File: config.mk
export PLATFORM = sky130hd
export DESIGN_NAME = prhi_core
export DESIGN_NICKNAME = d
export VERILOG_FILES = /design/src/hdl/prhi_pkg.sv /design/src/hdl/prhi_core.sv /design/src/hdl/prhi_irq_sel.sv /design/src/hdl/prhi_slot_addr.sv
export VERILOG_INCLUDE_DIRS = /design/src /design/src/hdl
export SDC_FILE = /design/constraint.sdc
export NUM_CORES = 1
export LEC_CHECK = 0
export BUFFER_PORTS_ARGS = -buffer_cell sky130_fd_sc_hd__buf_2
export CORE_ASPECT_RATIO = 0.5
export CORE_UTILIZATION = 50
export CTS_BUF_LIST = sky130_fd_sc_hd__clkbuf_4 sky130_fd_sc_hd__clkbuf_8 sky130_fd_sc_hd__clkbuf_16
export CTS_CLUSTER_SIZE = 30
export DETAILED_ROUTE_END_ITERATION = 16
export GPL_ROUTABILITY_DRIVEN = 0
export GPL_TIMING_DRIVEN = 1
export PLACE_DENSITY = 0.81
export SLEW_MARGIN = 20
export SYNTH_ARGS = -nofsm -noshare
export SYNTH_HDL_FRONTEND = slang
export SYNTH_SLANG_ARGS = --single-unit
File: constraint.sdc
create_clock -name core_clk_i -period 9.9 [get_ports core_clk_i]
set_input_delay 0.99 -clock core_clk_i [delete_from_list [all_inputs] [get_ports core_clk_i]]
set_output_delay 0.99 -clock core_clk_i [all_outputs]
set_load 0.02 [all_outputs]
File: src/hdl/prhi_map.svh
// offsets, field positions, reset values and slot addresses of the run/halt block
`ifndef PRHI_MAP_SVH
`define PRHI_MAP_SVH

`define PRHI_ACTIVE_BIT   11
`define PRHI_MASK_HI      15
`define PRHI_MASK_LO      12
`define PRHI_FLAG_HI      2
`define PRHI_FLAG_LO      0
`define PRHI_HALT_BIT     0
`define PRHI_RUN_BIT      1
`define PRHI_MASK_ALL     4'hf

`define PRHI_STATUS_RST   16'hf000
`define PRHI_PC_RST       16'h0000
`define PRHI_HRC_RST      2'h1

`define PRHI_NUM_REGS     13
`define PRHI_IDX_PC       4'h0
`define PRHI_IDX_STATUS   4'h1
`define PRHI_IDX_HRC      4'h2
`define PRHI_IDX_GP_LO    4'h3
`define PRHI_NUM_GP       10

`define PRHI_LVL_UNIMPL   3'h5
`define PRHI_LVL_ABORT    3'h6
`define PRHI_SELF5_BASE   16'h0020
`define PRHI_SELF6_BASE   16'h0028
`define PRHI_PROC_STRIDE  16'h0010
`define PRHI_CPU_NUM      2'h0

`define PRHI_W_ITEM       2'h0
`define PRHI_W_STATUS     2'h1
`define PRHI_W_PC         2'h2
`define PRHI_W_VECTOR     2'h3

`endif

File: src/hdl/prhi_pkg.sv
// types shared by the run/halt and interrupt sequencer
package prhi_pkg;

	typedef enum logic [3:0]
	{
		PRHI_ST_HALT,
		PRHI_ST_IDLE,
		PRHI_ST_ACTIVE,
		PRHI_ST_EXEC,
		PRHI_ST_WAIT,
		PRHI_ST_SAVE,
		PRHI_ST_VECT,
		PRHI_ST_RESTORE
	} prhi_state_t;

	// end-of-instruction report from the datapath
	typedef struct packed
	{
		logic        done;
		logic        return_from_interrupt;
		logic        wait_op;
		logic        unimpl;
		logic        abort;
		logic        flag_we;
		logic [2:0]  flags;
		logic        st_we;
		logic [15:0] st_val;
		logic [15:0] next_pc;
		logic [15:0] item;
	} prhi_instr_t;

	// control panel register access
	typedef struct packed
	{
		logic        sel;
		logic        wr;
		logic [3:0]  idx;
		logic [15:0] wdata;
	} prhi_panel_t;

	// datapath write into the general registers
	typedef struct packed
	{
		logic        we;
		logic [3:0]  idx;
		logic [15:0] data;
	} prhi_gp_wr_t;

	// executive memory request
	typedef struct packed
	{
		logic        req;
		logic        wr;
		logic [15:0] addr;
		logic [15:0] wdata;
	} prhi_mem_t;

endpackage : prhi_pkg

File: src/hdl/prhi_core.sv
// run/halt sequencing, interrupt taking and state save for one processor
`timescale 1ns/1ps
`include "prhi_map.svh"
// Function
// - status bit 11 picks idle or active
// - idle loops polling halt, cpu checks interrupts
// - active executes next instruction or interrupt
// - control bit0 is halt, bit1 run
// - halt sampled at each instruction end
// - halt clear and run set means running or waiting
// - halt and run set: one step each
// - thirteen registers, all but control readable only while halted
// - take system level only enabled, uninhibited
// - status bits 15..12 mask levels 4..1
// - taking interrupt disables levels 4..1
// - save module, status, pc in slot
// - load vector into pc, interrupts off
// - return restores status and pc
// - later interrupt overwrites the same slot
// - self levels 5 unimplemented, 6 abort
// - abort releases bus and reports it
// - self slots per processor number
// - bus control unit processor is number 00
// - three status flags set by instructions
// - control register reachable while running
module prhi_core
(
	input  wire logic                   core_clk_i,     // processor clock
	input  wire logic                   rst_i,          // async reset, high
	input  wire logic                   bus_control_unit_i, // strap: cpu
	input  wire logic [1:0]             proc_num_i,     // secondary number
	input  wire prhi_pkg::prhi_panel_t  panel_i,        // panel access
	input  wire logic                   step_req_i,     // panel step pulse
	output logic [15:0]                 panel_rdata_o,  // panel read data
	output logic                        panel_ack_o,    // panel access done
	output logic                        instr_start_o,  // start one instr
	input  wire prhi_pkg::prhi_instr_t  instr_i,        // instr end report
	input  wire prhi_pkg::prhi_gp_wr_t  gp_wr_i,        // general reg write
	input  wire logic [3:0]             sys_irq_i,      // levels 4..1
	input  wire logic [15:0]            sys_mod_addr_i, // requester address
	input  wire logic                   master_interrupt_inhibit_i, // inhibit
	output logic [3:0]                  sys_irq_ack_o,  // level taken pulse
	output prhi_pkg::prhi_mem_t         mem_o,          // executive access
	input  wire logic                   mem_ack_i,      // memory done
	input  wire logic [15:0]            mem_rdata_i,    // memory read data
	output logic                        bus_release_o,  // abort pulse
	output logic                        halted_o,       // in halt state
	output logic [15:0]                 status_o,       // processor status
	output logic [15:0]                 pc_o,           // program counter
	output logic [1:0]                  proc_num_o      // own number
);
	prhi_pkg::prhi_state_t state;
	logic [15:0] processor_status;
	logic [15:0] program_counter_reg;
	logic [1:0]  halt_run_control;
	logic [15:0] gp_regs [`PRHI_NUM_GP];
	logic [1:0]  save_cnt;
	logic [2:0]  cur_level;
	logic [15:0] save_item;
	logic [15:0] save_status;
	logic [15:0] save_pc;
	logic [1:0]  proc_num;
	logic        is_cpu;
	logic        strap_done;
	logic        irq_pend;
	logic [2:0]  irq_level;
	logic [3:0]  irq_onehot;
	logic [15:0] slot_addr;
	logic        halt_ff;
	logic        run_ff;
	logic        active_bit;
	logic        take_sys;
	logic        take_self;
	logic        step_go;
	logic        instr_end;
	logic [2:0]  self_level;

	assign halt_ff    = halt_run_control[`PRHI_HALT_BIT];
	assign run_ff     = halt_run_control[`PRHI_RUN_BIT];
	assign active_bit = processor_status[`PRHI_ACTIVE_BIT];

	// where to go after an instruction or a service is complete
	function automatic prhi_pkg::prhi_state_t end_state(input logic h,
		input logic r, input logic act);
		if (h || !r)
			end_state = prhi_pkg::PRHI_ST_HALT;
		else if (act)
			end_state = prhi_pkg::PRHI_ST_ACTIVE;
		else
			end_state = prhi_pkg::PRHI_ST_IDLE;
	endfunction : end_state

	prhi_irq_sel u_irq_sel
	(
		.sys_irq_i (sys_irq_i),
		.mask_i    (processor_status[`PRHI_MASK_HI:`PRHI_MASK_LO]),
		.inhibit_i (master_interrupt_inhibit_i),
		.is_cpu_i  (is_cpu),
		.pend_o    (irq_pend),
		.level_o   (irq_level),
		.onehot_o  (irq_onehot)
	);

	prhi_slot_addr u_slot_addr
	(
		.level_i    (cur_level),
		.proc_num_i (proc_num),
		.word_i     (save_cnt),
		.addr_o     (slot_addr)
	);

	always_comb
	begin
		take_sys  = 1'b0;
		step_go   = 1'b0;
		instr_end = (state == prhi_pkg::PRHI_ST_EXEC) && instr_i.done;
		take_self = instr_end && (instr_i.unimpl || instr_i.abort);
		self_level = instr_i.abort ? `PRHI_LVL_ABORT : `PRHI_LVL_UNIMPL;
		case (state)
			prhi_pkg::PRHI_ST_IDLE, prhi_pkg::PRHI_ST_WAIT:
				take_sys = irq_pend && run_ff && !halt_ff;
			prhi_pkg::PRHI_ST_ACTIVE:
				take_sys = irq_pend;
			prhi_pkg::PRHI_ST_HALT:
				step_go = halt_ff && run_ff && step_req_i;
			default:
				take_sys = 1'b0;
		endcase
		instr_start_o = step_go ||
			(state == prhi_pkg::PRHI_ST_ACTIVE && !take_sys);
		sys_irq_ack_o = take_sys ? irq_onehot : 4'h0;
		bus_release_o = instr_end && instr_i.abort;
	end

	// straps taken once after reset release; the cpu is number 00
	always_ff @(posedge core_clk_i or posedge rst_i)
	begin
		if (rst_i)
		begin
			strap_done <= 1'b0;
			proc_num   <= `PRHI_CPU_NUM;
			is_cpu     <= 1'b0;
		end
		else if (!strap_done)
		begin
			strap_done <= 1'b1;
			is_cpu     <= bus_control_unit_i;
			proc_num   <= bus_control_unit_i ? `PRHI_CPU_NUM
				: proc_num_i;
		end
	end

	// sequencer
	always_ff @(posedge core_clk_i or posedge rst_i)
	begin
		if (rst_i)
			state <= prhi_pkg::PRHI_ST_HALT;
		else
			case (state)
				prhi_pkg::PRHI_ST_HALT:
					if (run_ff && !halt_ff)
						state <= end_state(1'b0, 1'b1, active_bit);
					else if (step_go)
						state <= prhi_pkg::PRHI_ST_EXEC;
				prhi_pkg::PRHI_ST_IDLE:
					if (halt_ff || !run_ff)
						state <= prhi_pkg::PRHI_ST_HALT;
					else if (take_sys)
						state <= prhi_pkg::PRHI_ST_SAVE;
					else if (active_bit)
						state <= prhi_pkg::PRHI_ST_ACTIVE;
				prhi_pkg::PRHI_ST_ACTIVE:
					if (take_sys)
						state <= prhi_pkg::PRHI_ST_SAVE;
					else
						state <= prhi_pkg::PRHI_ST_EXEC;
				prhi_pkg::PRHI_ST_EXEC:
					if (take_self)
						state <= prhi_pkg::PRHI_ST_SAVE;
					else if (instr_end && instr_i.return_from_interrupt)
						state <= prhi_pkg::PRHI_ST_RESTORE;
					else if (instr_end && instr_i.wait_op && !halt_ff)
						state <= prhi_pkg::PRHI_ST_WAIT;
					else if (instr_end)
						state <= end_state(halt_ff, run_ff, active_bit);
				prhi_pkg::PRHI_ST_WAIT:
					if (halt_ff || !run_ff)
						state <= prhi_pkg::PRHI_ST_HALT;
					else if (take_sys)
						state <= prhi_pkg::PRHI_ST_SAVE;
				prhi_pkg::PRHI_ST_SAVE:
					if (mem_ack_i && save_cnt == `PRHI_W_PC)
						state <= prhi_pkg::PRHI_ST_VECT;
				prhi_pkg::PRHI_ST_VECT:
					if (mem_ack_i)
						state <= end_state(halt_ff, run_ff, active_bit);
				prhi_pkg::PRHI_ST_RESTORE:
					if (mem_ack_i && save_cnt == `PRHI_W_PC)
						state <= end_state(halt_ff, run_ff,
							processor_status[`PRHI_ACTIVE_BIT]);
				default:
					state <= prhi_pkg::PRHI_ST_HALT;
			endcase
	end

	// slot word counter, level and captured state for the save
	always_ff @(posedge core_clk_i or posedge rst_i)
	begin
		if (rst_i)
		begin
			save_cnt    <= `PRHI_W_ITEM;
			cur_level   <= 3'h1;
			save_item   <= 16'h0000;
			save_status <= 16'h0000;
			save_pc     <= 16'h0000;
		end
		else if (take_sys || take_self)
		begin
			save_cnt    <= `PRHI_W_ITEM;
			cur_level   <= take_self ? self_level : irq_level;
			save_item   <= take_self ? instr_i.item
				: sys_mod_addr_i;
			save_status <= processor_status;
			save_pc     <= take_self ? program_counter_reg
				: program_counter_reg;
		end
		else if (instr_end && instr_i.return_from_interrupt)
			save_cnt <= `PRHI_W_STATUS;
		else if (mem_ack_i)
			save_cnt <= save_cnt + 2'h1;
	end

	// executive memory request, word order item, status, pc, vector
	always_comb
	begin
		mem_o.req   = 1'b0;
		mem_o.wr    = 1'b0;
		mem_o.addr  = slot_addr;
		mem_o.wdata = save_item;
		case (state)
			prhi_pkg::PRHI_ST_SAVE:
			begin
				mem_o.req = 1'b1;
				mem_o.wr  = 1'b1;
				if (save_cnt == `PRHI_W_STATUS)
					mem_o.wdata = save_status;
				else if (save_cnt == `PRHI_W_PC)
					mem_o.wdata = save_pc;
			end
			prhi_pkg::PRHI_ST_VECT, prhi_pkg::PRHI_ST_RESTORE:
				mem_o.req = 1'b1;
			default:
				mem_o.req = 1'b0;
		endcase
	end

	// halt/run control is reachable whatever the state
	always_ff @(posedge core_clk_i or posedge rst_i)
	begin
		if (rst_i)
			halt_run_control <= `PRHI_HRC_RST;
		else if (panel_i.sel && panel_i.wr && panel_i.idx == `PRHI_IDX_HRC)
			halt_run_control <= panel_i.wdata[1:0];
	end

	// status register
	always_ff @(posedge core_clk_i or posedge rst_i)
	begin
		if (rst_i)
			processor_status <= `PRHI_STATUS_RST;
		else if (take_sys || take_self)
			processor_status[`PRHI_MASK_HI:`PRHI_MASK_LO]
				<= `PRHI_MASK_ALL;
		else if (state == prhi_pkg::PRHI_ST_RESTORE && mem_ack_i &&
			save_cnt == `PRHI_W_STATUS)
			processor_status <= mem_rdata_i;
		else if (instr_end && instr_i.st_we)
			processor_status <= instr_i.st_val;
		else if (instr_end && instr_i.flag_we)
			processor_status[`PRHI_FLAG_HI:`PRHI_FLAG_LO]
				<= instr_i.flags;
		else if (state == prhi_pkg::PRHI_ST_HALT && panel_i.sel &&
			panel_i.wr && panel_i.idx == `PRHI_IDX_STATUS)
			processor_status <= panel_i.wdata;
	end

	// program counter
	always_ff @(posedge core_clk_i or posedge rst_i)
	begin
		if (rst_i)
			program_counter_reg <= `PRHI_PC_RST;
		else if (state == prhi_pkg::PRHI_ST_VECT && mem_ack_i)
			program_counter_reg <= mem_rdata_i;
		else if (state == prhi_pkg::PRHI_ST_RESTORE && mem_ack_i &&
			save_cnt == `PRHI_W_PC)
			program_counter_reg <= mem_rdata_i;
		else if (instr_end && !take_self)
			program_counter_reg <= instr_i.next_pc;
		else if (state == prhi_pkg::PRHI_ST_HALT && panel_i.sel &&
			panel_i.wr && panel_i.idx == `PRHI_IDX_PC)
			program_counter_reg <= panel_i.wdata;
	end

	// general registers, datapath first, panel only while halted
	always_ff @(posedge core_clk_i)
	begin
		if (gp_wr_i.we && gp_wr_i.idx < 4'(`PRHI_NUM_GP))
			gp_regs[gp_wr_i.idx] <= gp_wr_i.data;
		else if (state == prhi_pkg::PRHI_ST_HALT && panel_i.sel &&
			panel_i.wr && panel_i.idx >= `PRHI_IDX_GP_LO &&
			panel_i.idx < 4'(`PRHI_NUM_REGS))
			gp_regs[panel_i.idx - `PRHI_IDX_GP_LO] <= panel_i.wdata;
	end

	// panel reads: control always, the rest only while halted
	always_ff @(posedge core_clk_i or posedge rst_i)
	begin
		if (rst_i)
		begin
			panel_ack_o   <= 1'b0;
			panel_rdata_o <= 16'h0000;
		end
		else
		begin
			panel_ack_o   <= panel_i.sel;
			panel_rdata_o <= 16'h0000;
			if (panel_i.sel && !panel_i.wr)
			begin
				if (panel_i.idx == `PRHI_IDX_HRC)
					panel_rdata_o <= {14'h0000, halt_run_control};
				else if (state != prhi_pkg::PRHI_ST_HALT)
					panel_rdata_o <= 16'h0000;
				else if (panel_i.idx == `PRHI_IDX_PC)
					panel_rdata_o <= program_counter_reg;
				else if (panel_i.idx == `PRHI_IDX_STATUS)
					panel_rdata_o <= processor_status;
				else if (panel_i.idx < 4'(`PRHI_NUM_REGS))
					panel_rdata_o <= gp_regs[panel_i.idx -
						`PRHI_IDX_GP_LO];
			end
		end
	end

	assign halted_o   = (state == prhi_pkg::PRHI_ST_HALT);
	assign status_o   = processor_status;
	assign pc_o       = program_counter_reg;
	assign proc_num_o = proc_num;

	property p_halt_end;
		@(posedge core_clk_i) disable iff (rst_i)
		instr_end && halt_ff && !take_self &&
			!instr_i.return_from_interrupt
			|=> state == prhi_pkg::PRHI_ST_HALT;
	endproperty
	a_halt_end: assert property (p_halt_end)
		else $error("halt not honoured at instruction end");

	property p_mask_take;
		@(posedge core_clk_i) disable iff (rst_i)
		(take_sys || take_self) |=> processor_status[15:12] == 4'hf;
	endproperty
	a_mask_take: assert property (p_mask_take)
		else $error("levels not disabled on interrupt");

	property p_inhibit;
		@(posedge core_clk_i) disable iff (rst_i)
		master_interrupt_inhibit_i || !is_cpu |-> sys_irq_ack_o == 4'h0;
	endproperty
	a_inhibit: assert property (p_inhibit)
		else $error("system interrupt taken while inhibited");

	property p_mask_en;
		@(posedge core_clk_i) disable iff (rst_i)
		take_sys |-> (processor_status[15:12] & sys_irq_ack_o) == 4'h0;
	endproperty
	a_mask_en: assert property (p_mask_en)
		else $error("masked level taken");

	property p_sys_slot;
		@(posedge core_clk_i) disable iff (rst_i)
		take_sys && sys_irq_ack_o == 4'h4
			|=> mem_o.req && mem_o.wr && mem_o.addr == 16'h0010;
	endproperty
	a_sys_slot: assert property (p_sys_slot)
		else $error("level 3 save not at its slot");

	property p_vec_pc;
		@(posedge core_clk_i) disable iff (rst_i)
		state == prhi_pkg::PRHI_ST_VECT && mem_ack_i
			|=> program_counter_reg == $past(mem_rdata_i);
	endproperty
	a_vec_pc: assert property (p_vec_pc)
		else $error("vector not loaded into pc");

	property p_abort;
		@(posedge core_clk_i) disable iff (rst_i)
		instr_end && instr_i.abort |-> bus_release_o ##1
			(cur_level == 3'h6 && state == prhi_pkg::PRHI_ST_SAVE);
	endproperty
	a_abort: assert property (p_abort)
		else $error("abort not reported at level 6");

	property p_hold_00;
		@(posedge core_clk_i) disable iff (rst_i)
		state == prhi_pkg::PRHI_ST_HALT && !run_ff
			|-> !instr_start_o ##1 state == prhi_pkg::PRHI_ST_HALT;
	endproperty
	a_hold_00: assert property (p_hold_00)
		else $error("instruction started without run");

	property p_panel_gate;
		@(posedge core_clk_i) disable iff (rst_i)
		panel_i.sel && !panel_i.wr && panel_i.idx == 4'h0 &&
			state != prhi_pkg::PRHI_ST_HALT |=> panel_rdata_o == 16'h0000;
	endproperty
	a_panel_gate: assert property (p_panel_gate)
		else $error("register shown while running");
endmodule : prhi_core

File: src/hdl/prhi_irq_sel.sv
// picks the highest enabled system interrupt level
`timescale 1ns/1ps
module prhi_irq_sel
(
	input  wire logic [3:0] sys_irq_i,   // request per level, bit0 = level 1
	input  wire logic [3:0] mask_i,      // status mask, 1 disables
	input  wire logic       inhibit_i,   // master interrupt inhibit
	input  wire logic       is_cpu_i,    // only the cpu takes system levels
	output logic            pend_o,      // an enabled request exists
	output logic [2:0]      level_o,     // chosen level 1..4
	output logic [3:0]      onehot_o     // chosen level one-hot
);
	logic [3:0] enabled;

	always_comb
	begin
		enabled  = sys_irq_i & ~mask_i & {4{~inhibit_i & is_cpu_i}};
		pend_o   = |enabled;
		level_o  = 3'h0;
		onehot_o = 4'h0;
		if (enabled[3])
		begin
			level_o  = 3'h4;
			onehot_o = 4'h8;
		end
		else if (enabled[2])
		begin
			level_o  = 3'h3;
			onehot_o = 4'h4;
		end
		else if (enabled[1])
		begin
			level_o  = 3'h2;
			onehot_o = 4'h2;
		end
		else if (enabled[0])
		begin
			level_o  = 3'h1;
			onehot_o = 4'h1;
		end
	end
endmodule : prhi_irq_sel

File: src/hdl/prhi_slot_addr.sv
// executive memory address of one word of an interrupt slot
`timescale 1ns/1ps
`include "prhi_map.svh"
module prhi_slot_addr
(
	input  wire logic [2:0]  level_i,    // 1..4 system, 5..6 self
	input  wire logic [1:0]  proc_num_i, // processor number 0..3
	input  wire logic [1:0]  word_i,     // word within the slot
	output logic [15:0]      addr_o      // byte address
);
	function automatic logic [15:0] slot_base(input logic [2:0] lvl,
		input logic [1:0] pn);
		logic [2:0]  lm1;
		logic [15:0] poff;
		lm1  = lvl - 3'h1;
		poff = 16'({pn, 4'h0});
		if (lvl == `PRHI_LVL_UNIMPL)
			slot_base = `PRHI_SELF5_BASE + poff;
		else if (lvl == `PRHI_LVL_ABORT)
			slot_base = `PRHI_SELF6_BASE + poff;
		else
			slot_base = 16'({lm1[1:0], 3'h0});
	endfunction : slot_base

	assign addr_o = slot_base(level_i, proc_num_i) + 16'({word_i, 1'b0});
endmodule : prhi_slot_addr

# After elaboration in Yosys (flattened, before gate mapping)
# Memories as Yosys holds them, arrays and structs flattened.
# Index checks and enable logic that the tools add are counted.
# op_classes
addsub	6
order_cmp	3
n_eq_ne	22
mux	67
n_bitwise	6
reduce_logical	55
# ops
cell	count
$mux 16	20
$mux 4	20
$pmux 4 s8	1
$logic_and 1x1->1	30
$mux 3	6
$add 16x3->16	1
$eq 4x3->1 const B	4
$reduce_bool 4->1	4
$reduce_or 16->1	1
$add 6x6->7 const A	2
$mux 2	7
$mux 13	1
$eq 4x2->1 const B	3
$mux 1	11
$and 4x4->4	2
$eq 4x1->1 const B	2
$logic_not 4->1	2
$lt 4x4->1 const B	2
$ne 4x4->1 const B	2
$reduce_and 7->1	1
$eq 3x3->1 const B	2
$ne 2x2->1 const B	3
$ne 3x3->1 const B	2
$reduce_bool 3->1	2
19 further kinds	28
# totals
reg_bits	112
mem_bits_rw	160
input_bits	145
out_inout_bits	92
wordCells	176
memories	1
# mem_list
name	words	width	read_ports	rd_clocked_by_memory_dff	wr	line	rtl
gp_regs	10	16	1	0	1	prhi_core.sv:56	logic [15:0] gp_regs [`PRHI_NUM_GP];

# Longest topological paths before layout
# Gate-level depths: netlist of run 1.
# depth
depth_word	10
depth_mapped	10
ltp_nobuf	7

# Modules after synthesis
# A second synthesis of run 1 with hierarchy kept.
# unflattened
cells_unflattened	1007
area_unflattened_um2	12979.9
# by_module_without_submodules
module	instances	cells_each	area_each_um2
prhi_core	1	967	12652.1
prhi_slot_addr	1	24	172.7
prhi_irq_sel	1	16	155.1

# Worst setup path after synthesis of run 1
# No wires, ideal clock.
# synth_timing
path_kind	input port to flip-flop
startpoint	input port panel_i[16] (netlist bit)
endpoint	memory gp_regs[9][0] (enable)
t_arrival_ns	4.341
setup_slack_ns	5.129
cell_stages	9
path_buffers	2
cell_sequence	buf_2 buf_2 inv_1 ha_1 nand3b_1 o2111a_1 a21boi_0 nor2_1 nor4_1
# synth_via
elab_chain_len	8
word_cells_on_any_way	11
cone_classes	add/sub (1); order compare (2); mux (5); reduce/logical (3)
# synth_rtl
item	line	rtl
start: declaration	prhi_core.sv:32	input wire prhi_pkg::prhi_panel_t panel_i,
$ge 4x2->1 (no line)	-	
$logic_and 1x1->1 (no line)	-	
$logic_and 1x1->1	prhi_core.sv:309	else if (state == prhi_pkg::PRHI_ST_HALT && panel_i.sel &&
$mux 1	prhi_core.sv:309	
$mux 1	prhi_core.sv:307	if (gp_wr_i.we && gp_wr_i.idx < 4'(`PRHI_NUM_GP))
$mux 1	prhi_core.sv:312	gp_regs[panel_i.idx - `PRHI_IDX_GP_LO] <= panel_i.wdata;
$reduce_or 16->1 (no line)	-	
$mux 4 (no line) or $mux 1 (tied branches)	-	
end: declaration	prhi_core.sv:56	
# Several ways; a longest one is shown, not always the timed one.

# Worst setup path after layout of run 1
# layout_timing
startpoint	input port panel_i[16] (netlist bit)
endpoint	memory gp_regs[0][13] (enable)
# The elaborated chain is that of the path after synthesis.

==> flow_metrics.env, run 1 <==
export IMPL_core_rowCount=41
export IMPL_boundaryPins=237
export IMPL_drive_gt1_share_pct=35.45
export IMPL_rr_startpoint="state[2]"
export IMPL_fmax_mhz=208.8
export IMPL_firstDrtPassIters=6
export IMPL_ctsHtreeMaxLevel=1
export IMPL_required_ps=10090
export IMPL_synth_seq_cells=271
export IMPL_die_area_um2=26670
export IMPL_preCtsSetupSlack_ps=4485
export IMPL_ys_async_sr_fraction_pct=40.96
export IMPL_cts_tree="built"
export IMPL_slew_violations=0
export IMPL_synth_cell_types=75
export IMPL_yosys_most_used_dff="edfxtp_1"
export IMPL_initial_utilization_pct=51.27
export IMPL_hold_viol_final=0
export IMPL_clk_pin_slew_worst_paths_ps=70
export IMPL_port_buffers=226
export IMPL_netlist_instances=1014
export IMPL_fin_area_um2=15180
export IMPL_numClockSinks=271
export IMPL_place_area_um2=14350
export IMPL_status="complete, no violations"
export IMPL_grt_usage_pct=26.99
export IMPL_worst_setup_path_start_kind="input port"
export IMPL_antenna_left=0
export IMPL_peakVddDrop_mv=0.1303
export IMPL_yosys_warnings=0
export IMPL_nNetsFinal=1367
export IMPL_cts_repair_resized=0
export IMPL_drc=0
export IMPL_cap_violations=0
export IMPL_die_h_um=116.0
export IMPL_p_leak_nw=6.222
export IMPL_path_class="input port to flop"
export IMPL_crit_chain="buf_2 -> buf_4 -> inv_1 -> ha_1 -> nand3b_1 -> o2111a_1 -> nand2_1 -> mux2i_1 -> and3_1"
export IMPL_synth_area_um2=12990
export IMPL_core_um2=25340
export IMPL_seq_area_frac_synth_pct=58.42
export IMPL_p_per_area_nw_per_um2=244.4
export IMPL_crit_fanout=60
export IMPL_clock_latency_ps=560
export IMPL_setup_tns_ps=0
export IMPL_wl_per_cell_um=23.00
export IMPL_reg2regPathDepth=5
export IMPL_grt_pass1_wl_mm=54.45
export IMPL_cp_top_family="simple AND/OR/NAND/NOR gates"
export IMPL_viasPerCell=6.138
export IMPL_syn_to_final_growth_pct=16.81
export IMPL_antenna_found_initial=2
export IMPL_grt_remaining_overflow=0
export IMPL_avgSynthCellArea_um2=12.81
export IMPL_dp_hpwl_mm=25.05
export IMPL_critical_path_arrival_ps=4980
export IMPL_cts_buffers=24
export IMPL_drt_total_wl_mm=36.25
export IMPL_synth_edf_count=160
export IMPL_end_kind="flop"
export IMPL_cts_setup_buffers=0
export IMPL_finalCriticalPeriod_ps=4790
export IMPL_slowest_delay_ps=820
export IMPL_rr_endpoint="gp_regs[2][4]"
export IMPL_die_width_um=230.0
export IMPL_slowest_stage="and3_1"
export IMPL_cp_buffers_inverters=3
export IMPL_ff2ff_setup_slack_ps=6110
export IMPL_cts_buffer_depth=3
export IMPL_setup_ws_ps=5110
export IMPL_fin_total_pwr_mw=3.709
export IMPL_relSlewSlack_pct=33.09
export IMPL_rsz0062_at_grt="no"
export IMPL_detailroute_via_count=9673
export IMPL_drtIter0Drc=1108
export IMPL_setup_viol=0
export IMPL_clock_skew_final_ps=36.42
export IMPL_grt_max_degree=88
export IMPL_hold_class="input port to async pin"
export IMPL_cts_root_buf="clkbuf_16"
export IMPL_period_share_pct=48.39
export IMPL_cts_hold_buf=0
export IMPL_tightest_slew_ps=1004
export IMPL_grt_pass1_vias=9327
## layer usage
metal	track usage (%)	part of all wire [%]	vias to the layer above
met2	44.40	48	524
met3	5.044	7.7	111
met5	0	0	-
met1	35.34	39	4818
li1	-	-	4220
met4	12.54	4.6	0
## cells in the final DEF, fill, tap and decap left out, types with 7 or more instances in the layout
| cell | n |
|---|---|
| buf_2 | 226 |
| edfxtp_1 | 160 |
| dfrtp_1 | 105 |
| nand2_1 | 98 |
| a21oi_1 | 82 |
| mux2_2 | 75 |
| nor2_1 | 48 |
| o21ai_0 | 47 |
| mux2i_1 | 39 |
| mux4_2 | 32 |
| clkbuf_16 | 24 |
| inv_1 | 22 |
| o22ai_1 | 21 |
| a22oi_1 | 19 |
| a31oi_1 | 15 |
| o221a_2 | 14 |
| nor2b_1 | 14 |
| conb_1 | 11 |
| buf_4 | 11 |
| ha_1 | 9 |
| nand3b_1 | 8 |
| nand2b_1 | 8 |
| mux2_1 | 7 |
## final cells by class
class / instances / area, um^2
Multi-Input combinational cell: 655 / 5032
Antenna cell: 2 / 5.005
Inverter: 23 / 88.84
Sequential cell: 271 / 7590
Fill cell: 1918 / 10160
Timing Repair Buffer: 238 / 1225
Clock inverter: 9 / 98.84
Clock buffer: 34 / 706.9
Tap cell: 344 / 430.4
## logic make-up after synthesis
family	synth area share, %
buf+inv	3.621
xor+xnor	0.2697
flops	58.42
compound gates	12.48
fa+ha+maj	0.8667
simple gates	8.629
mux	15.66
other cells	0.05780
## how the worst max path moves through the flow
stage                 from             end  slack (ps)  depth (start not counted)
2_1_floorplan  panel_i[16]   gp_regs[9][0]        5130                          9
5_1_grt        panel_i[16]  gp_regs[0][13]        4900                          9
6_report       panel_i[16]  gp_regs[0][13]        5110                          9
4_1_cts        panel_i[16]   gp_regs[8][2]        5050                          9
3_3_place_gp   panel_i[16]  gp_regs[5][14]        4710                          9
3_5_place_dp   panel_i[16]   gp_regs[8][5]        4480                          9
## Yosys cell counts (all sizes together) (8+ instances only)
cell / instances / area (um^2)
nand2b: 8 / 50.05
nor2: 50 / 204.0
inv: 23 / 86.33
ha: 9 / 112.6
o22ai: 21 / 131.4
a21oi: 86 / 437.9
clkbuf: 38 / 142.6
a31oi: 15 / 93.84
a22oi: 19 / 142.6
mux2: 82 / 923.4
mux2i: 39 / 390.4
nor2b: 14 / 87.58
nor3: 9 / 56.31
mux4: 32 / 720.7
nand2: 100 / 385.4
edfxtp: 160 / 4805
buf: 36 / 241.5
o21ai: 48 / 240.2
o221a: 14 / 157.7
nand3b: 8 / 60.06
dfrtp: 105 / 2628
## flip-flops by register name, summed over array words and instances (netlist names)
name              flops
gp_regs             160
panel_rdata_o        16
pc_o                 16
save_item            16
save_pc              16
save_status          16
status_o             16
cur_level             3
state                 3
halt_run_control      2
proc_num_o            2
save_cnt              2
is_cpu                1
panel_ack_o           1
strap_done            1
## through the flow
step | instances | utilization [%] | hold slack (ps)
CTS | 1574 | 59.80 | 405.6
detailed placement | 1531 | 56.62 | 475.3
global placement | 1530 | 56.54 | 468.6
global route | 1576 | 59.89 | 436.5
floorplan | 1023 | - | 459.0
finish | 1576 | 59.89 | 414.7
## report_power, final
| part | internal [mW] | switching (mW) |
|---|---|---|
| Combinational | 0.445 | 0.663 |
| Sequential | 1.41 | 0.232 |
| Clock | 0.529 | 0.428 |
## worst reg2reg max path: stages (launching register included)
cell      delay [ps]
dfrtp_1          600
nor3_4           490
o2111a_1         310
nand2_1          520
a21oi_1          700
and3_1           830
Power figures use the tool's default switching activity.
==> run 2, diff against run 1 <==
- PLACE_DENSITY: 0.81 -> 0.84
- clock period: 9.9 -> 4.3 ns (I/O delays scaled with it)
==> run 2 against run 1 <==
- critical path depth fell by 3
- sequential cell count did not move
- global-route usage fell by 0.16 points
- sequential share of layout area fell by 0.32 points
- via count rose by 1.3%
- power rose by 130%
- utilization rose by 0.38 points
- critical path type is now flop to flop
- critical endpoint is now gp_regs[1][10]
- largest cell class unchanged
==> flow_metrics.env, run 2 (synthesis gave the netlist of run 1 again) <==
export IMPL_finalCriticalPeriod_ps=3558
export IMPL_fin_area_um2=15270
export IMPL_clock_latency_ps=530
export IMPL_initial_utilization_pct=51.27
export IMPL_cts_tree="built"
export IMPL_route_met3_wl_mm=2.883
export IMPL_grt_remaining_overflow=0
export IMPL_cts_repair_resized=0
export IMPL_seq_power_share_pct=44.2
export IMPL_slowest_stage="and3_1"
export IMPL_viasPerCell=6.178
export IMPL_path_class="flop to flop"
export IMPL_top_register="gp_regs"
export IMPL_wl_met1_mm=14.09
export IMPL_end_kind="flop"
export IMPL_switchingPower_mw=3.003
export IMPL_core_um2=25340
export IMPL_cts_buffers=24
export IMPL_crit_fanout=20
export IMPL_worst_setup_path_start_kind="flop"
export IMPL_syn_to_final_growth_pct=17.56
export IMPL_wl_per_cell_um=22.76
export IMPL_final_cell_mix="226 x buf_2, 160 x edfxtp_1, 105 x dfrtp_1"
export IMPL_drive_gt1_share_pct=35.62
export IMPL_nNetsFinal=1377
export IMPL_final_common_cell="buf_2"
export IMPL_largest_reg_flops=160
export IMPL_peakVddDrop_mv=0.3371
export IMPL_p_per_area_nw_per_um2=563.9
export IMPL_grt_max_degree=52
export IMPL_cts_hold_buf=1
export IMPL_hold_viol_final=0
export IMPL_tightest_slew_ps=1098
export IMPL_p_leak_nw=6.269
export IMPL_die_h_um=116.0
export IMPL_firstDrtPassIters=6
export IMPL_slowest_delay_ps=810
export IMPL_grt_pass1_vias=9601
export IMPL_status="complete, no violations"
export IMPL_port_buffers=226
export IMPL_rsz0062_at_grt="no"
export IMPL_ctsHtreeMaxLevel=1
export IMPL_die_width_um=230.0
export IMPL_grt_usage_pct=26.83
export IMPL_cp_top_family="simple AND/OR/NAND/NOR gates"
export IMPL_boundaryPins=237
export IMPL_fmax_mhz=281.1
export IMPL_relSlewSlack_pct=26.82
export IMPL_p_comb_share_pct=29.4
export IMPL_period_share_pct=82.74
export IMPL_die_area_um2=26670
export IMPL_cts_buffer_depth=3
export IMPL_numPlacedInstances=1539
export IMPL_setup_tns_ps=0
export IMPL_setup_ws_ps=742.3
export IMPL_wl_met2_mm=17.27
export IMPL_crit_chain="nor3_4 -> o2111a_1 -> nand2_1 -> buf_4 -> a21oi_1 -> and3_1"
export IMPL_core_rowCount=41
export IMPL_antenna_left=0
export IMPL_dp_hpwl_mm=25.04
export IMPL_numClockSinks=271
export IMPL_cts_setup_buffers=0
export IMPL_detailroute_via_count=9799
export IMPL_drtIter0Drc=1269
export IMPL_required_ps=4450
export IMPL_drc=0
export IMPL_power_share_clock_pct=26.5
export IMPL_antenna_found_initial=4
export IMPL_setup_viol=0
export IMPL_final_cells=1586
export IMPL_internal_power_mw=5.609
export IMPL_clk_pin_slew_worst_paths_ps=70
export IMPL_place_area_um2=14400
export IMPL_cp_buffers_inverters=1
export IMPL_grt_pass1_wl_mm=55.04
export IMPL_preCtsSetupSlack_ps=737.3
export IMPL_cap_violations=0
export IMPL_slew_violations=0
export IMPL_routed_top_layer="met4"
export IMPL_cts_root_buf="clkbuf_16"
export IMPL_clock_skew_final_ps=17.53
export IMPL_swShare_pct=34.87
export IMPL_drt_total_wl_mm=36.10
export IMPL_critical_path_arrival_ps=3710
export IMPL_hold_class="input port to flop"
-- run 2: through the flow --
step	hold slack [ps]	power (mW)	util, %
after detailed placement	441.6	6.325	56.84
final	25.13	8.612	60.27
after global placement	433.7	6.213	56.81
after CTS	9.033	8.581	60.15
after floorplan	459.0	5.390	-
after global routing	15.61	8.977	60.27
-- run 2: worst paths after layout --
| check | from | end | slack (ps) | depth (start not counted) |
|---|---|---|---|---|
| worst max-delay path | state[2] | gp_regs[1][10] | 740 | 6 |
| worst min-delay path | panel_i[21] | panel_ack_o | 30 | 1 |
| worst max register to register | state[2] | gp_regs[1][10] | 740 | 6 |
| worst min register to register | save_status[5] | save_status[5] | 500 | 1 |
| max in group asynchronous | rst_i | save_status[12] | 2880 | 4 |
| min in group asynchronous | rst_i | save_item[9] | 450 | 3 |
-- run 2: metal layers --
layer / vias up / GRT usage (%)
li1: 4245 / -
met1: 4824 / 35.13
met2: 600 / 44.48
met3: 130 / 4.405
met4: 0 / 12.76
met5: - / 0
-- run 2: layout make-up --
cell class / count / area, um^2
diodes: 4 / 10.01
flip-flops and latches: 271 / 7590
fillers: 1900 / 10070
clock inverters: 11 / 170.2
well taps: 344 / 430.4
repair buffers: 248 / 1299
clock buffers: 30 / 658.1
multi-input cells: 655 / 5027
inverters: 23 / 88.84
-- run 2: power by group through the flow --
stage	logic, mW	registers, mW	clock network (mW)
2_1_floorplan	1.63	3.76	0
3_3_place_gp	2.42	3.79	0
3_5_place_dp	2.50	3.83	0
4_1_cts	2.52	3.78	2.29
5_1_grt	2.74	3.84	2.39
6_report	2.53	3.80	2.28
